[config.mk]
export PLATFORM = sky130hd
export DESIGN_NAME = torque_mode_speed_limiter
export DESIGN_NICKNAME = d
export VERILOG_FILES = /design/src/hdl/torque_limiter_pkg.sv /design/src/hdl/seq_divider.sv /design/src/hdl/torque_mode_speed_limiter.sv
export SDC_FILE = /design/constraint.sdc
export NUM_CORES = 2
export LEC_CHECK = 0
export BUFFER_PORTS_ARGS = -buffer_cell sky130_fd_sc_hd__buf_2
export CAP_MARGIN = 20
export CORE_MARGIN = 4
export CORE_UTILIZATION = 30
export DETAILED_ROUTE_END_ITERATION = 10
export PLACE_DENSITY = 0.43
export SETUP_SLACK_MARGIN = 0.02
export SYNTH_ARGS = -nofsm -noshare
export SYNTH_HDL_FRONTEND = slang
export SYNTH_HIERARCHICAL = 1
export SYNTH_SLANG_ARGS = --single-unit
[constraint.sdc]
create_clock -name clk -period 10.36 [get_ports clk]
set_input_delay 0.518 -clock clk [delete_from_list [all_inputs] [get_ports clk]]
set_output_delay 0.518 -clock clk [all_outputs]
set_load 0.1 [all_outputs]
[src/hdl/torque_limiter_pkg.sv]
// Constants, register map and state types of the torque-mode speed limiter.
// Assumes a single 250 MHz clock and a plain one-cycle strobe register port.
`default_nettype none
package torque_limiter_pkg;

  // Clock and timing.
  localparam int CLK_PERIOD_NS  = 4;
  localparam int FILT_STEP_NS   = 10000;
  localparam int FILT_STEP_CYC  = FILT_STEP_NS / CLK_PERIOD_NS;
  localparam int HOLD_TIME_MS   = 1000;
  localparam int HOLD_CYC       = HOLD_TIME_MS * 1000000 / CLK_PERIOD_NS;
  localparam int FLASH_TIME_MS  = 1000;
  localparam int FLASH_CYC      = FLASH_TIME_MS * 1000000 / CLK_PERIOD_NS;

  // Register byte offsets.
  localparam logic [7:0] REG_CTRL        = 8'h00;
  localparam logic [7:0] REG_FILT_TIME   = 8'h04;
  localparam logic [7:0] REG_SPEED_LIMIT = 8'h08;
  localparam logic [7:0] REG_REF_GAIN    = 8'h0C;
  localparam logic [7:0] REG_MAX_SPEED   = 8'h10;
  localparam logic [7:0] REG_OVERSPEED   = 8'h14;
  localparam logic [7:0] REG_RATED_SPEED = 8'h18;
  localparam logic [7:0] REG_OFFSET      = 8'h1C;
  localparam logic [7:0] REG_IRQ_STATUS  = 8'h20;
  localparam logic [7:0] REG_IRQ_CLEAR   = 8'h24;
  localparam logic [7:0] REG_IRQ_ENABLE  = 8'h28;
  localparam logic [7:0] REG_LIVE        = 8'h2C;
  localparam logic [7:0] REG_EFF_LIMIT   = 8'h30;
  localparam logic [7:0] REG_PARAM_INIT  = 8'h34;

  // Control and live register fields.
  localparam int CTRL_SRC_BIT     = 0;
  localparam int CTRL_CEIL_BIT    = 1;
  localparam int CTRL_WPROT_BIT   = 2;
  localparam int LIVE_FLAG_BIT    = 0;
  localparam int LIVE_STATE_LSB   = 4;

  // Reset values and ranges.
  localparam logic [15:0] FILT_TIME_RST   = 16'h0000;
  localparam logic [15:0] SPEED_LIMIT_RST = 16'h2710;
  localparam logic [15:0] SPEED_LIMIT_MAX = 16'h2710;
  localparam logic [15:0] REF_GAIN_RST    = 16'h0258;
  localparam logic [15:0] REF_GAIN_MIN    = 16'h0096;
  localparam logic [15:0] REF_GAIN_MAX    = 16'h0BB8;
  localparam logic [15:0] GAIN_STEP_MV    = 16'h000A;
  localparam logic [15:0] MAX_SPEED_RST   = 16'h1770;
  localparam logic [15:0] OVERSPEED_RST   = 16'h19C8;
  localparam logic [15:0] RATED_SPEED_RST = 16'h0BB8;

  // Interrupt event bits.
  localparam int EV_W       = 3;
  localparam int EV_LIMIT   = 0;
  localparam int EV_DONE    = 1;
  localparam int EV_REFUSED = 2;

  typedef enum logic [2:0] {
    T_SELECT, T_AUTO, T_MAN_WAIT, T_MAN_READY, T_MAN_EDIT, T_DONE, T_REFUSED
  } tune_e;

endpackage : torque_limiter_pkg
`default_nettype wire

[src/hdl/seq_divider.sv]
// Unsigned restoring divider, one quotient bit per clock.
// Assumes start is only pulsed while busy is low; a zero divisor gives all ones.
`timescale 1ns/100ps
`default_nettype none
module seq_divider (
  input  wire logic        clk,
  input  wire logic        rst,
  input  wire logic        start,
  input  wire logic [31:0] numer,
  input  wire logic [15:0] denom,
  output logic             busy,
  output logic             done,
  output logic [31:0]      quot,
  output logic [15:0]      remain
);
  logic [31:0] num_r;
  logic [16:0] rem_r;
  logic [15:0] den_r;
  logic [5:0]  cnt_r;
  logic [16:0] trial;

  assign trial = {rem_r[15:0], num_r[31]};

  always_ff @(posedge clk) begin
    if (rst) begin
      num_r <= 32'h0000_0000;
      rem_r <= 17'h0_0000;
      den_r <= 16'h0000;
      cnt_r <= 6'h00;
      busy  <= 1'b0;
      done  <= 1'b0;
    end else begin
      done <= 1'b0;
      if (start && !busy) begin
        num_r <= numer;
        den_r <= denom;
        rem_r <= 17'h0_0000;
        cnt_r <= 6'h20;
        busy  <= 1'b1;
      end else if (busy) begin
        if (trial >= {1'b0, den_r}) begin
          rem_r <= trial - {1'b0, den_r};
          num_r <= {num_r[30:0], 1'b1};
        end else begin
          rem_r <= trial;
          num_r <= {num_r[30:0], 1'b0};
        end
        cnt_r <= cnt_r - 6'h01;
        if (cnt_r == 6'h01) begin
          busy <= 1'b0;
          done <= 1'b1;
        end
      end
    end
  end

  assign quot   = num_r;
  assign remain = rem_r[15:0];
endmodule : seq_divider
`default_nettype wire

[src/hdl/torque_mode_speed_limiter.sv]
// Torque reference smoothing, offset tuning and speed limiting in torque control.
// Assumes all inputs are synchronous to clk; analog inputs arrive as signed mV
// samples, motor speed as signed rpm, panel keys as clean levels.
//
// The address map and strobed register access were decided locally.
`timescale 1ns/100ps
`default_nettype none
// Functional notes
// - The torque reference is lag filtered with a 0.01 ms step constant, zero disabling it.
// - The torque command follows the reference and speed is only touched by the speed limit.
// - The speed-limited flag is high while the limit clamps the motor and low otherwise.
// - Source 0 (default) selects the internal setpoint and source 1 the gained analog input.
// - Internal limiting takes the lesser of the setpoint and max speed (0) or overspeed (1).
// - The internal limit setpoint takes 0 to 10000 rpm, defaults to 10000 and acts at once.
// - With external limiting the lesser of the analog-derived speed and the setpoint is used.
// - The external limit uses only the magnitude of the analog input.
// - Gain spans 150 to 3000 in 10 mV steps and an input at the gain gives rated speed.
// - Manual tuning is refused with a not-operable display while write protection is on.
// - Parameter initialisation leaves the stored offset untouched.
// - Manual tuning shows the bias, up and down adjust it, mode stores it and flashes done.
// - In auto tuning the mode key stores the measured offset, then flashes done for a second.
// - A one second data key hold enters the utility and, once done, returns to selection.
module torque_mode_speed_limiter
  import torque_limiter_pkg::*;
#(
  parameter int HOLD_CYCLES  = HOLD_CYC,
  parameter int FLASH_CYCLES = FLASH_CYC
) (
  input  wire logic        clk,
  input  wire logic        rst,
  input  wire logic [7:0]  regAddr,
  input  wire logic [31:0] regWdata,
  input  wire logic        regWr,
  input  wire logic        regRd,
  output logic [31:0]      regRdata,
  input  wire logic [15:0] torqueRefIn,
  input  wire logic [15:0] speedLimitIn,
  input  wire logic [15:0] motorSpeed,
  input  wire logic        servoOn,
  input  wire logic        keyUp,
  input  wire logic        keyDown,
  input  wire logic        modeKey,
  input  wire logic        keyData,
  output logic [15:0]      torqueCmd,
  output logic             speedLimitedFlag,
  output logic [2:0]       dispState,
  output logic [15:0]      dispBias,
  output logic             dispFlash,
  output logic             notOperableDisplay,
  output logic             irq
);
  logic        limitSourceSelect_r;
  logic        limitCeilingSelect_r;
  logic        writeProtect_r;
  logic [15:0] torqueRefFilterTime_r;
  logic [15:0] torqueModeSpeedLimit_r;
  logic [15:0] speedRefGain_r;
  logic [15:0] maxSpeed_r;
  logic [15:0] overspeed_r;
  logic [15:0] ratedSpeed_r;
  logic [15:0] offset_r;
  logic [15:0] editBias_r;
  logic [EV_W-1:0] irqStatus_r;
  logic [EV_W-1:0] irqEnable_r;
  logic [EV_W-1:0] events;
  logic        wrHit;
  logic        paramInit;
  logic [15:0] wdata16;
  tune_e       tune_r;
  logic        utilManual_r;

  assign wdata16   = regWdata[15:0];
  assign wrHit     = regWr;
  assign paramInit = regWr && (regAddr == REG_PARAM_INIT);

  // Parameter registers; initialisation restores them but never the offset.
  always_ff @(posedge clk) begin
    if (rst || paramInit) begin
      limitSourceSelect_r    <= 1'b0;
      limitCeilingSelect_r   <= 1'b0;
      writeProtect_r         <= 1'b0;
      torqueRefFilterTime_r  <= FILT_TIME_RST;
      torqueModeSpeedLimit_r <= SPEED_LIMIT_RST;
      speedRefGain_r         <= REF_GAIN_RST;
      maxSpeed_r             <= MAX_SPEED_RST;
      overspeed_r            <= OVERSPEED_RST;
      ratedSpeed_r           <= RATED_SPEED_RST;
    end else if (wrHit) begin
      case (regAddr)
        REG_CTRL: begin
          limitSourceSelect_r  <= regWdata[CTRL_SRC_BIT];
          limitCeilingSelect_r <= regWdata[CTRL_CEIL_BIT];
          writeProtect_r       <= regWdata[CTRL_WPROT_BIT];
        end
        REG_FILT_TIME:   torqueRefFilterTime_r <= wdata16;
        REG_SPEED_LIMIT: torqueModeSpeedLimit_r <= (wdata16 > SPEED_LIMIT_MAX) ?
                                                   SPEED_LIMIT_MAX : wdata16;
        REG_REF_GAIN: begin
          if (wdata16 < REF_GAIN_MIN)      speedRefGain_r <= REF_GAIN_MIN;
          else if (wdata16 > REF_GAIN_MAX) speedRefGain_r <= REF_GAIN_MAX;
          else                             speedRefGain_r <= wdata16;
        end
        REG_MAX_SPEED:   maxSpeed_r <= wdata16;
        REG_OVERSPEED:   overspeed_r <= wdata16;
        REG_RATED_SPEED: ratedSpeed_r <= wdata16;
        default: ;
      endcase
    end
  end

  // External limit: |V| * rated / (gain * 10 mV), recomputed continuously.
  logic [15:0] vMag;
  logic [15:0] gainMv;
  logic        extBusy;
  logic        extDone;
  logic [31:0] extQuot;
  logic [15:0] extLimit_r;

  assign vMag   = speedLimitIn[15] ? 16'(-speedLimitIn) : speedLimitIn;
  assign gainMv = 16'(speedRefGain_r * GAIN_STEP_MV);

  seq_divider extDiv (
    .clk    (clk),
    .rst    (rst),
    .start  (!extBusy),
    .numer  (32'(vMag) * 32'(ratedSpeed_r)),
    .denom  (gainMv),
    .busy   (extBusy),
    .done   (extDone),
    .quot   (extQuot),
    .remain ()
  );

  always_ff @(posedge clk) begin
    if (rst) extLimit_r <= 16'h0000;
    else if (extDone) extLimit_r <= (extQuot[31:16] != 16'h0000) ? 16'hFFFF : extQuot[15:0];
  end

  logic [15:0] ceilSpeed;
  logic [15:0] intLimit;
  logic [15:0] extEff;
  logic [15:0] effLimit;

  assign ceilSpeed = limitCeilingSelect_r ? overspeed_r : maxSpeed_r;
  assign intLimit  = (ceilSpeed < torqueModeSpeedLimit_r) ? ceilSpeed : torqueModeSpeedLimit_r;
  assign extEff    = (extLimit_r < torqueModeSpeedLimit_r) ? extLimit_r
                                                           : torqueModeSpeedLimit_r;
  assign effLimit  = limitSourceSelect_r ? extEff : intLimit;

  // Offset correction feeding the lag filter, saturated to 16 bits.
  logic signed [16:0] corrected;
  logic signed [15:0] filtIn;
  assign corrected = $signed({torqueRefIn[15], torqueRefIn}) - $signed({offset_r[15], offset_r});
  assign filtIn    = (corrected > 17'sh07FFF) ? 16'sh7FFF :
                     (corrected < -17'sh08000) ? 16'sh8000 : corrected[15:0];

  // Lag filter: each 10 us step adds (x - y) / T with the remainder carried.
  // A divider avoids a multiplier per time constant at the cost of 33 cycles.
  logic [11:0]        stepCnt_r;
  logic               stepTick;
  logic signed [15:0] filtOut_r;
  logic signed [16:0] filtRem_r;
  logic signed [17:0] filtAcc;
  logic signed [17:0] filtAcc_r;
  logic               fltBusy;
  logic               fltDone;
  logic [31:0]        fltQuot;
  logic [15:0]        fltRemain;
  logic signed [17:0] stepDelta;

  assign stepTick = (stepCnt_r == 12'(FILT_STEP_CYC - 1));
  assign filtAcc  = 18'(filtRem_r) + 18'(filtIn) - 18'(filtOut_r);

  always_ff @(posedge clk) begin
    if (rst || stepTick) stepCnt_r <= 12'h000;
    else stepCnt_r <= stepCnt_r + 12'h001;
  end

  seq_divider fltDiv (
    .clk    (clk),
    .rst    (rst),
    .start  (stepTick && torqueRefFilterTime_r != 16'h0000),
    .numer  (32'(filtAcc[17] ? -filtAcc : filtAcc)),
    .denom  (torqueRefFilterTime_r),
    .busy   (fltBusy),
    .done   (fltDone),
    .quot   (fltQuot),
    .remain (fltRemain)
  );

  assign stepDelta = filtAcc_r[17] ? -18'(fltQuot[17:0]) : 18'(fltQuot[17:0]);

  always_ff @(posedge clk) begin
    if (rst) begin
      filtOut_r <= 16'sh0000;
      filtRem_r <= 17'sh0_0000;
      filtAcc_r <= 18'sh0_0000;
    end else if (torqueRefFilterTime_r == 16'h0000) begin
      filtOut_r <= filtIn;
      filtRem_r <= 17'sh0_0000;
    end else if (stepTick && !fltBusy) begin
      filtAcc_r <= filtAcc;
    end else if (fltDone) begin
      filtOut_r <= 16'(18'(filtOut_r) + stepDelta);
      filtRem_r <= filtAcc_r[17] ? -17'({1'b0, fltRemain}) : 17'({1'b0, fltRemain});
    end
  end

  // Speed clamp: torque that pushes the motor past the limit is withheld.
  logic [15:0] speedMag;
  logic        overLimit;
  logic        pushing;
  logic        clamping;

  assign speedMag  = motorSpeed[15] ? 16'(-motorSpeed) : motorSpeed;
  assign overLimit = speedMag >= effLimit;
  assign pushing   = (filtOut_r != 16'sh0000) && (filtOut_r[15] == motorSpeed[15]);
  assign clamping  = overLimit && pushing;

  always_ff @(posedge clk) begin
    if (rst) begin
      torqueCmd        <= 16'h0000;
      speedLimitedFlag <= 1'b0;
    end else begin
      torqueCmd        <= clamping ? 16'h0000 : filtOut_r;
      speedLimitedFlag <= clamping;
    end
  end

  // Panel keys: edges for up, down and mode; data acts after a one second hold.
  logic        upPrev_r;
  logic        downPrev_r;
  logic        modePrev_r;
  logic [31:0] holdCnt_r;
  logic        upPress;
  logic        downPress;
  logic        modePress;
  logic        holdFire;
  logic [31:0] flashCnt32_r;

  assign upPress   = keyUp && !upPrev_r;
  assign downPress = keyDown && !downPrev_r;
  assign modePress = modeKey && !modePrev_r;
  assign holdFire  = keyData && (holdCnt_r == 32'(HOLD_CYCLES - 1));

  always_ff @(posedge clk) begin
    if (rst) begin
      upPrev_r   <= 1'b0;
      downPrev_r <= 1'b0;
      modePrev_r <= 1'b0;
      holdCnt_r  <= 32'h0000_0000;
    end else begin
      upPrev_r   <= keyUp;
      downPrev_r <= keyDown;
      modePrev_r <= modeKey;
      if (!keyData) holdCnt_r <= 32'h0000_0000;
      else if (holdCnt_r != 32'(HOLD_CYCLES)) holdCnt_r <= holdCnt_r + 32'h0000_0001;
    end
  end

  // Offset tuning sequencer.
  always_ff @(posedge clk) begin
    if (rst) begin
      tune_r       <= T_SELECT;
      utilManual_r <= 1'b0;
      offset_r     <= 16'h0000;
      editBias_r   <= 16'h0000;
      flashCnt32_r <= 32'h0000_0000;
    end else begin
      if (flashCnt32_r != 32'h0000_0000) flashCnt32_r <= flashCnt32_r - 32'h0000_0001;
      case (tune_r)
        T_SELECT: begin
          if (upPress || downPress) utilManual_r <= !utilManual_r;
          else if (holdFire) begin
            if (writeProtect_r) tune_r <= T_REFUSED;
            else if (utilManual_r) tune_r <= T_MAN_WAIT;
            else if (servoOn) tune_r <= T_REFUSED;
            else tune_r <= T_AUTO;
          end
        end
        T_AUTO: begin
          if (modePress) begin
            offset_r     <= torqueRefIn;
            flashCnt32_r <= 32'(FLASH_CYCLES);
            tune_r       <= T_DONE;
          end
        end
        T_MAN_WAIT: if (servoOn) tune_r <= T_MAN_READY;
        T_MAN_READY: begin
          if (holdFire) begin
            editBias_r <= offset_r;
            tune_r     <= T_MAN_EDIT;
          end
        end
        T_MAN_EDIT: begin
          if (upPress) editBias_r <= editBias_r + 16'h0001;
          else if (downPress) editBias_r <= editBias_r - 16'h0001;
          else if (modePress) begin
            offset_r     <= editBias_r;
            flashCnt32_r <= 32'(FLASH_CYCLES);
            tune_r       <= T_DONE;
          end
        end
        T_DONE:    if (holdFire) tune_r <= T_SELECT;
        T_REFUSED: if (holdFire || modePress) tune_r <= T_SELECT;
        default:   tune_r <= T_SELECT;
      endcase
    end
  end

  always_ff @(posedge clk) begin
    if (rst) begin
      dispState          <= 3'h0;
      dispBias           <= 16'h0000;
      dispFlash          <= 1'b0;
      notOperableDisplay <= 1'b0;
    end else begin
      dispState          <= tune_r;
      dispBias           <= (tune_r == T_MAN_EDIT) ? editBias_r : offset_r;
      dispFlash          <= flashCnt32_r != 32'h0000_0000;
      notOperableDisplay <= tune_r == T_REFUSED;
    end
  end

  // Interrupts: limit onset, tuning done, tuning refused. Set beats clear.
  logic tuneEnterDone;
  logic tuneEnterRefused;
  assign tuneEnterDone    = (tune_r == T_AUTO || tune_r == T_MAN_EDIT) && modePress;
  assign tuneEnterRefused = (tune_r == T_SELECT) && holdFire &&
                            (writeProtect_r || (!utilManual_r && servoOn));
  assign events = {tuneEnterRefused, tuneEnterDone, clamping && !speedLimitedFlag};

  always_ff @(posedge clk) begin
    if (rst) begin
      irqStatus_r <= '0;
      irqEnable_r <= '0;
    end else begin
      if (wrHit && regAddr == REG_IRQ_ENABLE) irqEnable_r <= regWdata[EV_W-1:0];
      if (wrHit && regAddr == REG_IRQ_CLEAR)
        irqStatus_r <= (irqStatus_r & ~regWdata[EV_W-1:0]) | events;
      else
        irqStatus_r <= irqStatus_r | events;
    end
  end

  assign irq = |(irqStatus_r & irqEnable_r);

  // Read port: data stand only in the cycle after the strobe.
  always_ff @(posedge clk) begin
    if (rst || !regRd) regRdata <= 32'h0000_0000;
    else begin
      case (regAddr)
        REG_CTRL:        regRdata <= 32'({writeProtect_r, limitCeilingSelect_r,
                                          limitSourceSelect_r});
        REG_FILT_TIME:   regRdata <= 32'(torqueRefFilterTime_r);
        REG_SPEED_LIMIT: regRdata <= 32'(torqueModeSpeedLimit_r);
        REG_REF_GAIN:    regRdata <= 32'(speedRefGain_r);
        REG_MAX_SPEED:   regRdata <= 32'(maxSpeed_r);
        REG_OVERSPEED:   regRdata <= 32'(overspeed_r);
        REG_RATED_SPEED: regRdata <= 32'(ratedSpeed_r);
        REG_OFFSET:      regRdata <= 32'(offset_r);
        REG_IRQ_STATUS:  regRdata <= 32'(irqStatus_r);
        REG_IRQ_ENABLE:  regRdata <= 32'(irqEnable_r);
        REG_LIVE:        regRdata <= 32'({tune_r, 3'h0, speedLimitedFlag});
        REG_EFF_LIMIT:   regRdata <= 32'(effLimit);
        default:         regRdata <= 32'h0000_0000;
      endcase
    end
  end
endmodule : torque_mode_speed_limiter
`default_nettype wire

==> results.py <==
metrics = {
    "outcome": {
        "status": "finished, final reports clean",
    },
    "clock_network": {
        "hold_buffers": 0,
        "root_buffer": "clkbuf_16",
        "cts_resized": 0,
        "ctsHtreeMaxLevel": 2,
        "numCtsBuffers": 58,
        "clock_path_buffers": 3,
        "clk_latency_ns": 0.65,
        "cts.sinks": 468,
        "postCtsSetupBuffers": 0,
        "cts.clk_slew.worst_paths_ns": 0.06,
        "cts_tree": "built",
    },
    "final_layout": {
        "multi_input_area_sq_um": 25200,
        "layout-area-overhead-vs-synth_pct": 12.0,
        "drive_gt1_share_pct": 8.66,
        "n_fill_cell": 12900,
        "instances_no_fill": 6254,
        "fin_nets": 5167,
        "stdcell_area_sq_um": 41200,
        "seq_area_sq_um": 9380,
        "fin_util_pct": 33.8,
    },
    "setup_path": {
        "path_class": "input port to flop",
        "required_ns": 10.84,
        "path_buf_inv": 4,
        "crit_arrival_ns": 8.69,
        "setup.worst_path.start_class": "input port",
        "worstSetupEndpoint": "extDiv/quot[30]$_SDFFE_PP0P_",
        "r2r-start": "offset_r[8]$_SDFFE_PP0P_",
        "cpLargestDelayFamily": "adder cells",
        "cpMostUsedCell": "fa_1",
        "reg2regPathDepth": 24,
        "worstPathMaxFanout": 7,
        "crit_start": "speedLimitIn[2]",
        "worst_path_largest_cell_delay_ns": 0.54,
        "crit_cells": 30,
        "r2r_slack_ns": 2.92,
        "r2r-end": "fltDiv/quot[5]$_SDFFE_PP0P_",
        "cp-end-kind": "flop",
        "critPathSlowestCell": "fa_1",
    },
    "placed_design": {
        "dpl.hpwl_um": 94600,
        "postPlaceCellArea_sq_um": 39300,
        "gp_congestion": 0.856,
        "port_buffers": 135,
        "place_ws_ns": 1.47,
        "dp_cells": 6135,
    },
    "die": {
        "die_area_sq_um": 128000,
        "die_h_um": 358,
        "core_area_sq_um": 122000,
        "pin_count": 168,
        "die-width_um": 358,
        "start_util_pct": 30.2,
        "num_rows": 128,
    },
    "synth": {
        "synthDistinctLibCells": 88,
        "synth_top_cell_area_share_pct": 25.4,
        "synth_top_flop_cell": "dfxtp_1",
        "yosysTopAreaCell": "dfxtp_1",
        "syn-instance-count": 4522,
        "yosys_warnings": 6,
        "synthesis.area_sq_um": 36800,
        "synth_top_cells_by_area": "dfxtp_1 (25%), fa_1 (12%), ha_1 (9.6%), nand2_1 (6.1%), a21oi_1 (4.6%)",
        "async_flop_share_pct": 0,
        "synth-seq-cells": 468,
        "seq_area_frac_synth_pct": 25.4,
        "avgSynthCellArea_sq_um": 8.14,
        "synthMostInstantiatedCell": "nand2_1",
        "synth_common_cells": "nand2_1 (600), dfxtp_1 (468), nor2_1 (424)",
        "synth_edf_count": 0,
    },
    "routing": {
        "ant_nets": 0,
        "drt-pass1-iter-count": 6,
        "num_vias": 31800,
        "routed_wl_um": 123000,
        "routedWlPerCell_um": 19.7,
        "drc": 0,
        "viasPerCell": 5.09,
        "drt-initial-drc-count": 2378,
    },
    "global_route": {
        "grt_pass1_wl_um": 191000,
        "gr-usage-all-layers_pct": 19.0,
        "overflow": 0,
        "antenna_found_initial": 24,
        "grt_pass1_vias": 30800,
        "grt_max_degree": 73,
    },
    "timing": {
        "hold_violations": 0,
        "relSlewSlack_pct": 28.1,
        "maxSlewViolCount": 0,
        "worst_slack_ns": 2.14,
        "fin_crit_sh_pct": 79.3,
        "fin_hold_ws_ns": 0.115,
        "worst_pin_slew_ns": 1.07,
        "period_needed_ns": 8.22,
        "skew_ns": 0.0342,
        "setup_viol": 0,
        "rsz0062_at_grt": "no",
        "fin_tns_setup_ns": 0,
        "clock.fmax_ghz": 0.122,
    },
    "power_and_ir_drop": {
        "ir_worst_vdd_uv": 274,
        "p_leak_nw": 17.4,
        "p_total_mw": 8.74,
        "p_per_area_nw_per_um2": 212,
        "combPwrFrac_pct": 53.1,
        "pwr-share-clk_pct": 23.9,
        "p_seq_share_pct": 23.0,
        "p_sw_share_pct": 42.3,
        "net-switching-power_mw": 3.70,
        "intPower_mw": 5.04,
    },
    "worst_hold_path": {
        "hold_path.startpoint": "modeKey",
        "hp-class": "input port to flop",
    },
    "flow_run": {
        "drv_cap": 0,
    },
}
-- cell families after synthesis --
family	count (synthesis)	synth area share, %
buffers and inverters	628	6.69
and+or+nand+nor	1592	19.8
muxes	115	3.19
DFF	468	25.4
xor gates and xnor gates	239	5.68
adders and majority gates	500	21.4
AOI/OAI and AO/OA	979	17.8
other	1	0.0102
-- layout by cell type, fill, tap and decap left out, types with 69 or more instances in the layout --
| master | Yosys | final |
|---|---|---|
| a21oi_1 | 337 | 337 |
| buf_2 | 6 | 134 |
| xor2_1 | 84 | 84 |
| o21ai_0 | 140 | 136 |
| nand3_1 | 109 | 109 |
| mux2i_1 | 97 | 97 |
| and2_1 | 123 | 123 |
| fa_1 | 217 | 217 |
| buf_4 | 16 | 69 |
| nand2_1 | 600 | 600 |
| inv_1 | 382 | 381 |
| ha_1 | 282 | 282 |
| dfxtp_1 | 468 | 466 |
| nor3_1 | 71 | 71 |
| xnor2_1 | 155 | 153 |
| nor2_1 | 424 | 421 |
-- routing by layer --
metal	GRT usage, %	wire length (um)
met1	28.4	62200
met3	3.38	7290
met5	0	65
met4	3.69	2080
met2	28.6	51700
-- state kept, by name, summed over array words and instances, names as in the netlist, 17 cells and up --
register,cells
extDiv/quot,32
flashCnt32_r,32
fltDiv/quot,32
holdCnt_r,32
filtRem_r,17
-- power groups by stage --
stage | clock network [mW] | registers, mW | logic (mW)
after floorplan | 0 | 2.06 | 3.64
after global placement | 0 | 2.05 | 4.66
after detailed placement | 0 | 2.05 | 4.68
after CTS | 2.16 | 2.01 | 4.71
after global routing | 2.22 | 2.03 | 5.34
final | 2.09 | 2.01 | 4.64
-- worst min path at each step --
| stage | end | slack [ns] | cells after the start |
|---|---|---|---|
| global placement | ratedSpeed_r[6]$_SDFFE_PP0P_ | 0.44 | 2 |
| floorplan | stepCnt_r[0]$_SDFF_PP0_ | 0.43 | 1 |
| finish | modePrev_r$_SDFF_PP0_ | 0.11 | 2 |
| global route | modePrev_r$_SDFF_PP0_ | 0.08 | 2 |
| CTS | modePrev_r$_SDFF_PP0_ | 0.06 | 2 |
| detailed placement | fltDiv/den_r[11]$_SDFFE_PP0P_ | 0.45 | 2 |
-- layout make-up --
| type | count | share of cell area [%] |
|---|---|---|
| multi-input combinational | 3456 | 61.1 |
| sequential | 468 | 22.7 |
| tap | 1625 | 4.93 |
| clock buffer | 75 | 3.94 |
| inverter | 382 | 3.48 |
| timing repair buffer | 205 | 2.98 |
| clock inverter | 35 | 0.789 |
| antenna | 8 | 0.0485 |
Power figures use the tool's default switching activity.
